File: src/rsse_map.svh
// Offsets, field positions and reset values of the execution block.
// Assumes a 32-bit APB bus with byte addresses and word-aligned registers.
// Notes on behaviour
// (RQ1) Rotate right selects file register through carry; old carry enters bit 7.
// (RQ2) Rotate destination 0 writes the accumulator; 1 writes back the file register.
// (RQ3) Sleep halts the oscillator within one cycle; only power-down flag changes.
// (RQ4) While asleep, an active external interrupt restarts the clock and execution.
// (RQ5) Software clears pending interrupt flags before issuing sleep.
// (RQ6) Software places a no-operation after sleep; the wake slot is treated so.
// (RQ7) Literal minus accumulator is written into the accumulator in one cycle.
// (RQ8) Subtract sets carry on no borrow, zero on an all-zero result.
// (RQ9) Digit carry is set when no borrow passes from bit 3 to bit 4.
// (RQ10) Sleep clears the power-down flag so software can see it slept.
`ifndef RSSE_MAP_SVH
`define RSSE_MAP_SVH

`define RSSE_ADDR_W 12
`define RSSE_OFS_ACC 12'h000
`define RSSE_OFS_FILE 12'h004
`define RSSE_OFS_STATUS 12'h008
`define RSSE_OFS_CMD 12'h00c

// Status register fields
`define RSSE_ST_C 0
`define RSSE_ST_DC 1
`define RSSE_ST_Z 2
`define RSSE_ST_PD 3
`define RSSE_ST_ASLEEP 4

// Command register fields
`define RSSE_CMD_OP_LO 0
`define RSSE_CMD_OP_HI 1
`define RSSE_CMD_DEST 2
`define RSSE_CMD_LIT_LO 8
`define RSSE_CMD_LIT_HI 15

// Reset values
`define RSSE_RST_ACC 8'h00
`define RSSE_RST_FILE 8'h00
`define RSSE_RST_PD 1'b1

`endif

File: src/rsse_pkg.sv
// Types shared by the execution block and its arithmetic unit.
// Assumes the map header supplies the command field positions; the op encodings are defined here.
package rsse_pkg;

  typedef enum logic [1:0] {
    no_operation_op = 2'h0,
    rotate_right_carry_op = 2'h1,
    literal_minus_acc_op = 2'h2,
    sleep_op = 2'h3
  } rsse_op_type;

  typedef enum logic {
    rsse_running,
    rsse_asleep
  } rsse_state_type;

endpackage

File: src/rsse_alu.sv
// Combinational rotate and subtract unit with flag results.
// Assumes operands are held stable by the caller for the whole cycle.
`timescale 1ns/1ps
module rsse_alu
  import rsse_pkg::*;
#(
  parameter int DATA_W = 8
) (
  input wire logic [DATA_W-1:0] file_val,
  input wire logic [DATA_W-1:0] acc_val,
  input wire logic [DATA_W-1:0] literal,
  input wire logic carry_in,
  output logic [DATA_W-1:0] rot_res,
  output logic rot_carry,
  output logic [DATA_W-1:0] sub_res,
  output logic sub_carry,
  output logic sub_dcarry,
  output logic sub_zero
);

  if (DATA_W < 5) begin : g_width_chk
    $error("rsse_alu needs at least 5 data bits");
  end

  logic [DATA_W:0] diff;
  logic [4:0] nib_diff;

  assign rot_res = {carry_in, file_val[DATA_W-1:1]}; // RQ1
  assign rot_carry = file_val[0]; // RQ1

  // Extra top bit catches the borrow
  assign diff = {1'b0, literal} - {1'b0, acc_val}; // RQ7
  assign sub_res = diff[DATA_W-1:0];
  assign sub_carry = ~diff[DATA_W]; // RQ8
  assign nib_diff = {1'b0, literal[3:0]} - {1'b0, acc_val[3:0]};
  assign sub_dcarry = ~nib_diff[4]; // RQ9
  assign sub_zero = (diff[DATA_W-1:0] == '0); // RQ8

endmodule

File: src/rsse_exec.sv
// Execution block for rotate-right, literal subtract and sleep.
// Assumes an APB master on core_clk; wake_irq is a synchronous level.
//
// Local design decisions: the APB interface to the registers and the register offsets.
`timescale 1ns/1ps
`include "rsse_map.svh"
module rsse_exec
  import rsse_pkg::*;
#(
  parameter int DATA_W = 8
) (
  input wire logic core_clk,
  input wire logic srst,
  input wire logic psel,
  input wire logic penable,
  input wire logic pwrite,
  input wire logic [`RSSE_ADDR_W-1:0] paddr,
  input wire logic [31:0] pwdata,
  output logic [31:0] prdata,
  output logic pready,
  output logic pslverr,
  input wire logic wake_irq,
  output logic osc_run,
  output logic [DATA_W-1:0] acc_out,
  output logic [DATA_W-1:0] file_out
);

  if (DATA_W != 8) begin : g_width_chk
    $error("rsse_exec supports an 8-bit datapath only");
  end

  logic [DATA_W-1:0] acc_q;
  logic [DATA_W-1:0] file_q;
  logic c_q;
  logic dc_q;
  logic z_q;
  logic pd_q;
  logic skip_q;
  rsse_state_type state_q;
  logic [31:0] prdata_q;

  logic access;
  logic wr;
  logic rd_setup;
  logic addr_ok;
  logic cmd_wr;
  logic exec;
  rsse_op_type op;
  logic dest;
  logic [DATA_W-1:0] literal;
  logic [DATA_W-1:0] rot_res;
  logic rot_carry;
  logic [DATA_W-1:0] sub_res;
  logic sub_carry;
  logic sub_dcarry;
  logic sub_zero;

  // Zero wait states; every access completes in its first access cycle
  assign access = psel & penable;
  assign wr = access & pwrite;
  assign rd_setup = psel & ~penable & ~pwrite;
  assign addr_ok = (paddr == `RSSE_OFS_ACC) | (paddr == `RSSE_OFS_FILE) |
                   (paddr == `RSSE_OFS_STATUS) | (paddr == `RSSE_OFS_CMD);
  assign pready = access;
  assign pslverr = access & ~addr_ok;

  assign cmd_wr = wr & (paddr == `RSSE_OFS_CMD);
  // Commands are dropped while asleep and in the slot after a wake
  assign exec = cmd_wr & (state_q == rsse_running) & ~skip_q; // RQ6
  assign op = rsse_op_type'(pwdata[`RSSE_CMD_OP_HI:`RSSE_CMD_OP_LO]);
  assign dest = pwdata[`RSSE_CMD_DEST];
  assign literal = pwdata[`RSSE_CMD_LIT_HI:`RSSE_CMD_LIT_LO];

  rsse_alu #(
    .DATA_W(DATA_W)
  ) i_rsse_alu (
    .file_val(file_q),
    .acc_val(acc_q),
    .literal(literal),
    .carry_in(c_q),
    .rot_res(rot_res),
    .rot_carry(rot_carry),
    .sub_res(sub_res),
    .sub_carry(sub_carry),
    .sub_dcarry(sub_dcarry),
    .sub_zero(sub_zero)
  );

  // Accumulator
  always_ff @(posedge core_clk) begin
    if (srst) begin
      acc_q <= `RSSE_RST_ACC;
    end else if (exec && op == rotate_right_carry_op && !dest) begin
      acc_q <= rot_res; // RQ2
    end else if (exec && op == literal_minus_acc_op) begin
      acc_q <= sub_res; // RQ7
    end else if (wr && paddr == `RSSE_OFS_ACC) begin
      acc_q <= pwdata[DATA_W-1:0];
    end
  end

  // Selected file register
  always_ff @(posedge core_clk) begin
    if (srst) begin
      file_q <= `RSSE_RST_FILE;
    end else if (exec && op == rotate_right_carry_op && dest) begin
      file_q <= rot_res; // RQ2
    end else if (wr && paddr == `RSSE_OFS_FILE) begin
      file_q <= pwdata[DATA_W-1:0];
    end
  end

  // Arithmetic flags; sleep leaves them alone
  always_ff @(posedge core_clk) begin
    if (srst) begin
      c_q <= 1'b0;
      dc_q <= 1'b0;
      z_q <= 1'b0;
    end else if (exec && op == rotate_right_carry_op) begin
      c_q <= rot_carry; // RQ1
    end else if (exec && op == literal_minus_acc_op) begin
      c_q <= sub_carry; // RQ8
      dc_q <= sub_dcarry; // RQ9
      z_q <= sub_zero; // RQ8
    end else if (wr && paddr == `RSSE_OFS_STATUS) begin
      c_q <= pwdata[`RSSE_ST_C];
      dc_q <= pwdata[`RSSE_ST_DC];
      z_q <= pwdata[`RSSE_ST_Z];
    end
  end

  // Power-down flag: set at reset, cleared by sleep
  always_ff @(posedge core_clk) begin
    if (srst) begin
      pd_q <= `RSSE_RST_PD;
    end else if (exec && op == sleep_op) begin
      pd_q <= 1'b0; // RQ10
    end else if (wr && paddr == `RSSE_OFS_STATUS) begin
      pd_q <= pwdata[`RSSE_ST_PD];
    end
  end

  // Sleep state; a wake source already high wakes at once
  always_ff @(posedge core_clk) begin
    if (srst) begin
      state_q <= rsse_running;
    end else begin
      unique case (state_q)
        rsse_running: begin
          if (exec && op == sleep_op) begin
            state_q <= rsse_asleep; // RQ3
          end
        end
        rsse_asleep: begin
          if (wake_irq) begin
            state_q <= rsse_running; // RQ4
          end
        end
      endcase
    end
  end

  // The first command after a wake is swallowed as a no-operation
  always_ff @(posedge core_clk) begin
    if (srst) begin
      skip_q <= 1'b0;
    end else if (state_q == rsse_asleep && wake_irq) begin
      skip_q <= 1'b1; // RQ6
    end else if (cmd_wr) begin
      skip_q <= 1'b0;
    end
  end

  // Captured in the setup cycle so read data leaves a flop with no wait;
  // a wake at that very edge shows on the next status read
  always_ff @(posedge core_clk) begin
    if (srst) begin
      prdata_q <= 32'h0000_0000;
    end else begin
      prdata_q <= 32'h0000_0000;
      if (rd_setup) begin
        if (paddr == `RSSE_OFS_ACC) begin
          prdata_q[DATA_W-1:0] <= acc_q;
        end else if (paddr == `RSSE_OFS_FILE) begin
          prdata_q[DATA_W-1:0] <= file_q;
        end else if (paddr == `RSSE_OFS_STATUS) begin
          prdata_q[`RSSE_ST_C] <= c_q;
          prdata_q[`RSSE_ST_DC] <= dc_q;
          prdata_q[`RSSE_ST_Z] <= z_q;
          prdata_q[`RSSE_ST_PD] <= pd_q;
          prdata_q[`RSSE_ST_ASLEEP] <= (state_q == rsse_asleep);
        end
      end
    end
  end

  assign prdata = prdata_q;
  assign osc_run = (state_q == rsse_running);
  assign acc_out = acc_q;
  assign file_out = file_q;

  property p_rrf_file;
    @(posedge core_clk) disable iff (srst)
    (exec && op == rotate_right_carry_op && dest) |=>
      (file_q == {$past(c_q), $past(file_q[DATA_W-1:1])}) &&
      (c_q == $past(file_q[0]));
  endproperty
  a_rrf_file: assert property (p_rrf_file) // RQ1
    else $error("rotate into file register wrong");

  property p_rrf_acc;
    @(posedge core_clk) disable iff (srst)
    (exec && op == rotate_right_carry_op && !dest) |=>
      $stable(file_q) && acc_q == {$past(c_q), $past(file_q[DATA_W-1:1])};
  endproperty
  a_rrf_acc: assert property (p_rrf_acc) // RQ2
    else $error("rotate to accumulator wrong");

  property p_sleep_halt;
    @(posedge core_clk) disable iff (srst)
    (exec && op == sleep_op) |=> !osc_run;
  endproperty
  a_sleep_halt: assert property (p_sleep_halt) // RQ3
    else $error("oscillator not halted after sleep");

  property p_sleep_flags;
    @(posedge core_clk) disable iff (srst)
    (exec && op == sleep_op) |=> $stable(c_q) && $stable(dc_q) &&
      $stable(z_q) && $stable(acc_q) && $stable(file_q);
  endproperty
  a_sleep_flags: assert property (p_sleep_flags) // RQ3
    else $error("sleep changed an arithmetic flag");

  property p_wake;
    @(posedge core_clk) disable iff (srst)
    (!osc_run && wake_irq) |=> osc_run ##1 (osc_run throughout !exec[*1]);
  endproperty
  a_wake: assert property (p_wake) // RQ4
    else $error("no wake on external interrupt");

  property p_stay_asleep;
    @(posedge core_clk) disable iff (srst)
    (!osc_run && !wake_irq) |=> !osc_run;
  endproperty
  a_stay_asleep: assert property (p_stay_asleep) // RQ4
    else $error("woke without interrupt");

  property p_wake_skip;
    @(posedge core_clk) disable iff (srst)
    (skip_q && cmd_wr) |=> osc_run && $stable(acc_q) && $stable(file_q) &&
      $stable(c_q) && $stable(dc_q) && $stable(z_q) && $stable(pd_q);
  endproperty
  a_wake_skip: assert property (p_wake_skip) // RQ6
    else $error("command after wake was executed");

  property p_cmd_asleep;
    @(posedge core_clk) disable iff (srst)
    (cmd_wr && !osc_run) |=> $stable(acc_q) && $stable(file_q) &&
      $stable(c_q) && $stable(dc_q) && $stable(z_q) && $stable(pd_q);
  endproperty
  a_cmd_asleep: assert property (p_cmd_asleep) // RQ3
    else $error("command executed while asleep");

  property p_sub_acc;
    @(posedge core_clk) disable iff (srst)
    (exec && op == literal_minus_acc_op) |=>
      acc_q == DATA_W'($past(literal) - $past(acc_q));
  endproperty
  a_sub_acc: assert property (p_sub_acc) // RQ7
    else $error("literal subtract result wrong");

  property p_sub_flags;
    @(posedge core_clk) disable iff (srst)
    (exec && op == literal_minus_acc_op) |=>
      (c_q == ($past(literal) >= $past(acc_q))) && (z_q == (acc_q == '0));
  endproperty
  a_sub_flags: assert property (p_sub_flags) // RQ8
    else $error("subtract carry or zero wrong");

  property p_sub_dc;
    @(posedge core_clk) disable iff (srst)
    (exec && op == literal_minus_acc_op) |=>
      dc_q == ($past(literal[3:0]) >= $past(acc_q[3:0]));
  endproperty
  a_sub_dc: assert property (p_sub_dc) // RQ9
    else $error("subtract digit carry wrong");

  property p_pd_clear;
    @(posedge core_clk) disable iff (srst)
    (exec && op == sleep_op) |=> !pd_q;
  endproperty
  a_pd_clear: assert property (p_pd_clear) // RQ10
    else $error("power-down flag not cleared");

  c_rrf: cover property (@(posedge core_clk) disable iff (srst)
    exec && op == rotate_right_carry_op);
  c_sub_borrow: cover property (@(posedge core_clk) disable iff (srst)
    exec && op == literal_minus_acc_op && !sub_carry);
  c_sleep_wake: cover property (@(posedge core_clk) disable iff (srst)
    (exec && op == sleep_op) ##[1:20] osc_run);
  c_unmapped: cover property (@(posedge core_clk) disable iff (srst)
    pslverr);

endmodule

File: config.mk
export PLATFORM = sky130hd
export DESIGN_NAME = rsse_exec
export DESIGN_NICKNAME = d
export VERILOG_FILES = /design/src/rsse_pkg.sv /design/src/rsse_alu.sv /design/src/rsse_exec.sv
export VERILOG_INCLUDE_DIRS = /design/src
export SDC_FILE = /design/constraint.sdc
export NUM_CORES = 1
export LEC_CHECK = 0
export BUFFER_PORTS_ARGS = -buffer_cell sky130_fd_sc_hd__buf_2
export CAP_MARGIN = 5
export CORE_ASPECT_RATIO = 0.6
export CORE_UTILIZATION = 43
export DETAILED_ROUTE_END_ITERATION = 6
export PLACE_DENSITY = 0.73
export REMOVE_ABC_BUFFERS = 1
export SYNTH_ARGS = -nofsm -noshare
export SYNTH_HDL_FRONTEND = slang
export SYNTH_SLANG_ARGS = --single-unit
File: constraint.sdc
create_clock -name core_clk -period 2.1 [get_ports core_clk]
set_input_delay 0.105 -clock core_clk [delete_from_list [all_inputs] [get_ports core_clk]]
set_output_delay 0.105 -clock core_clk [all_outputs]
set_load 0.01 [all_outputs]
# Yosys cells after proc, flatten, opt, wreduce, memory -nomap -nowiden
# Index checks and enable logic that the tools add are counted.
# totals
regBits,54
out_inout_bits,51
# op_classes
muxes,23
addsub,2
bitwise_logic,20
reduce_logical,20
eq_ne,6
# op_table
operator,count
two-way mux 8 bit,6
== test 12 x 4 -> 1 bit (second input constant),2
two-way mux 1 bit,13
== test 12 x 3 -> 1 bit (second input constant),1
zero test 12 bit,1
two-way mux 5 bit,2
logical AND 1 bit,9
NOT 1 bit,9
subtractor 8 x 8 -> 9 bit,1
AND 1 bit,8
zero test 8 bit,1
nonzero test 2 bit,4
nonzero test 3 bit,2
subtractor 4 x 4 -> 5 bit,1
== test 2 bit (second input constant),2
two-way mux 3 bit,1
bitwise OR 1 bit,3
== test 2 x 1 -> 1 bit (second input constant),1
case mux 1 bit (2 select lines),1
AND reduction 2 bit,1
OR reduction 2 bit,1
zero test 1 bit,1

# Logic depth before layout (Yosys ltp)
# logic_depth
ltp_word,8
depth_mapped,10
ltp_nobuf,10

# Modules after synthesis
# Synthesis repeated with hierarchy kept, for this count alone.
# unflattened
hier_cells,267
hier_area_um2,2254.7
# by_module_without_submodules
mod,n_inst,cells_per_inst,seq_area_each_um2,area_each_um2
rsse_exec,1,206,600.6,1805.5
rsse_alu,1,61,0.0,449.2

# Least setup slack after synthesis
# Ideal clock, no wire load.
# synth_timing
path_kind,reg-to-reg
startpoint,register acc_q[0] (netlist: acc_out[0])
endpoint,register z_q
n_path_buf,0
path_stages_with_launch,9
t_arrival_ns,2.090
slack_ns,-0.048
synth_period_minus_slack_ns,2.148
setup_ns,0.058
path_cell_list,dfxtp_1 > ha_1 > inv_1 > fa_1 > a21o_1 > a221oi_1 > xnor2_1 > nor4b_1 > a31o_2
# synth_between
elab_chain_len,3
# synth_rtl
element,line,text
start: declaration,rsse_exec.sv:32,logic [DATA_W-1:0] acc_q;
start signal: assignment,rsse_exec.sv:92,acc_q <= `RSSE_RST_ACC;
start signal: assignment,rsse_exec.sv:94,acc_q <= rot_res;
start signal: assignment,rsse_exec.sv:96,acc_q <= sub_res;
subtractor 8 x 8 -> 9 bit,rsse_alu.sv:32,"assign diff = {1'b0, literal} - {1'b0, acc_val};"
zero test 8 bit,rsse_alu.sv:37,assign sub_zero = (diff[DATA_W-1:0] == '0);
two-way mux 1 bit,rsse_exec.sv:121,end else if (exec && op == literal_minus_acc_op) begin
end signal: assignment,rsse_exec.sv:124,z_q <= sub_zero;
end signal: assignment,rsse_exec.sv:128,z_q <= pwdata[`RSSE_ST_Z];
end: declaration,rsse_exec.sv:36,logic z_q;
# No other way between the ends.
# A chain may end at the register's enable or synchronous reset.

# Final worst setup path
# Same ends and word-level chain as after synthesis.

==> results.py <==
metrics = {
    "run_status": {
        "outcome": "completed",
    },
    "finish": {
        "diodes": 0,
        "area_growth_pct": 29.3,
        "nets": 429,
        "seqCellArea_um2": 602,
        "drive_above_1_share_pct": 34.0,
        "multi_input_area_mm2": 0.00142,
        "fin_area_mm2": 0.00284,
        "fill_cells": 454,
    },
    "power_and_ir_drop": {
        "ir_drop_uv": 290,
        "power_mw": 1.31,
        "cellLeakagePower_nw": 1.23,
        "internal_power_mw": 0.923,
        "combPwrFrac_pct": 17.2,
        "p_sw_mw": 0.390,
        "clockPowerShare_pct": 39.5,
        "switching_share_pct": 29.7,
        "power_density_mw_per_mm2": 463,
        "pwr-share-seq_pct": 43.3,
    },
    "logic_synthesis": {
        "ys_async_sr_fraction_pct": 0,
        "yosysMostFrequentCell": "dfxtp_1",
        "synth_area_mm2": 0.00219,
        "synth-seq-area-share_pct": 27.4,
        "avgSynthCellArea_um2": 7.78,
        "synth_area_leaders": "dfxtp_1, buf_4, ha_1, nor2_1, nand2_1",
        "syn_inst": 282,
        "ys.flop_type": "dfxtp_1",
        "yosys_warnings": 0,
        "yosys.area.top_type": "dfxtp_1",
        "synthDominantCellAreaShare_pct": 27.4,
        "synth_common_cells": "dfxtp_1, nor2_1, buf_4",
        "synth_cell_type_count": 57,
        "synth-edff-count": 0,
        "synth-seq-cells": 30,
    },
    "drt": {
        "drc": 0,
        "drt-pass1-iter-count": 4,
        "vias": 2363,
        "ant_nets": 0,
        "drt_wl_total_um": 6970,
        "post_drt_wl_per_cell_um": 16.1,
        "via_per_inst": 5.44,
        "initialDrtViolationCount": 245,
    },
    "timing": {
        "fin_worst_skew_ns": 0.00884,
        "grt_setup_unrepaired": "true",
        "fmax_mhz": 493,
        "worst_slack_ns": 0.0703,
        "setup_viol": 0,
        "slew_violations": 0,
        "hold_violations": 0,
        "relSlewSlack_pct": 64.9,
        "period_share_pct": 96.7,
        "min_period_ns": 2.03,
        "tightest_slew_ns": 0.523,
    },
    "setup_path": {
        "crit_path_end_kind": "flop",
        "crit_required_ns": 2.34,
        "cp_slowest_cell": "dfxtp_2",
        "crit_path_max_fanout": 2,
        "arrival_ns": 2.27,
        "startpoint_type": "flop",
        "cp_slowest_stage_delay_ns": 0.35,
        "r2r-start": "acc_out[0]",
        "crit_chain": "ha_4 -> inv_2 -> fa_2 -> a21o_1 -> a221oi_2 -> buf_4 -> xnor2_2 -> nor4b_2 -> a31o_2",
        "crit_start": "acc_out[0]",
        "critPathKind": "flop to flop",
    },
    "clock_tree": {
        "cts.sinks": 30,
        "root_buffer": "clkbuf_8",
        "clk_pin_slew_worst_paths_ns": 0.07,
        "ctsLongestPathBuffers": 2,
        "cts_buffers": 5,
        "cts_tree": "built",
        "clock_latency_ns": 0.30,
        "cts_max_level": 2,
    },
    "global_routing": {
        "grtUsageTotal_pct": 26.6,
        "grt_overflow": 0,
        "grt_pass1_wl_um": 10600,
        "grt_max_degree": 18,
        "antenna_found_initial": 0,
        "grt_pass1_vias": 1988,
    },
    "placement": {
        "place_area_mm2": 0.00268,
        "pre_cts_ws_ns": -0.220,
        "dp_hpwl_um": 5250,
        "port_buffers": 60,
        "gp_congestion": 0.913,
    },
    "floorplan": {
        "core_region_area_mm2": 0.00473,
        "die-width_um": 94.2,
        "dieHeight_um": 57.3,
        "io_pins": 101,
        "rows": 19,
        "die_area_mm2": 0.00540,
        "start_util_pct": 46.4,
    },
    "worst_hold_path": {
        "holdCritStartpoint": "wake_irq",
        "hold_class": "primary input to flop",
    },
    "job": {
        "drv_cap": 0,
    },
}
critical path, delay by kind of cell, from the launching register on:
family	cells	cell delay, ns
adder cells (fa/ha/maj)	2	0.48
buffers and inverters	2	0.19
XOR/XNOR	1	0.07
flip-flops	1	0.35
AO/OA/AOI/OAI	3	0.59
AND/OR/NAND/NOR	1	0.28
sequential cells by signal, indices dropped and copies added, names as in the netlist:
name,cells
acc_out,8
file_out,8
prdata,8
c_q,1
dc_q,1
pd_q,1
skip_q,1
state_q,1
z_q,1
per-layer routing:
metal,vias to the layer above,share of wire [%],GRT usage (%)
met4,0,0.92,4.84
met2,106,42,36.6
met1,1111,47,41.0
met5,-,0,0
li1,1138,-,-
met3,8,11,7.07
power by group through the flow:
stage,Combinational [mW],Clock [mW],Sequential (mW)
after CTS,0.211,0.512,0.569
after floorplan,0.102,0,0.582
after global placement,0.203,0,0.582
after global routing,0.246,0.547,0.568
final,0.226,0.519,0.568
after detailed placement,0.206,0,0.582
per-stage QoR:
step	hold WS, ns	utilization (%)	setup TNS [ns]	instances
2_1_floorplan	0.167	-	-0.0498	268
3_3_place_gp	0.352	56.6	-1.26	424
3_5_place_dp	0.366	56.6	-2.06	424
4_1_cts	0.0635	58.9	0	432
5_1_grt	0.0778	60.0	-0.0275	434
6_report	0.0609	60.0	0	434
cell usage in the layout, fill, tap and decap left out, drive strengths merged, types with 5 or more instances in the layout:
cell / Yosys / routed
a211oi: 5 / 5
a21oi: 16 / 16
a31oi: 6 / 6
and2: 6 / 6
buf: 27 / 95
clkbuf: 10 / 6
conb: 1 / 24
dfxtp: 30 / 30
ha: 8 / 8
inv: 17 / 17
mux2i: 5 / 5
nand2: 22 / 22
nand3: 8 / 8
nor2: 26 / 26
nor3: 13 / 13
o21ai: 14 / 14
or4: 6 / 6
layout make-up:
class                   count  share of cell area [%]
clock inverters             2                   0.441
clock buffers               6                    2.91
flip-flops and latches     30                    21.2
multi-input cells         220                    50.0
inverters                  18                    2.38
repair buffers             95                    20.3
well taps                  63                    2.78
logic make-up after synthesis:
logic type | Yosys count | synth area share [%]
compound gates | 71 | 21.6
xor+xnor | 6 | 2.40
fa+ha+maj | 9 | 5.48
buf+inv | 55 | 14.1
flops | 30 | 27.4
mux | 6 | 2.80
other cells | 1 | 0.171
simple gates | 104 | 26.1
worst paths after layout:
kind | endpoint | slack [ns] | depth (start not counted)
hold / removal | skip_q | 0.06 | 3
hold reg to reg | dc_q | 0.47 | 2
setup / recovery | z_q | 0.07 | 9
setup reg to reg | z_q | 0.07 | 9
repair_timing:
action	in CTS	in global routing
endpoints found under the hold margin	0	0
endpoints found under the setup margin	3	5
buffers inserted	0	2
cloned	0	0
resized for setup	4	8
pin swaps	1	3
hold buffers	0	0
Note: power is estimated with default switching activity, not from simulation.
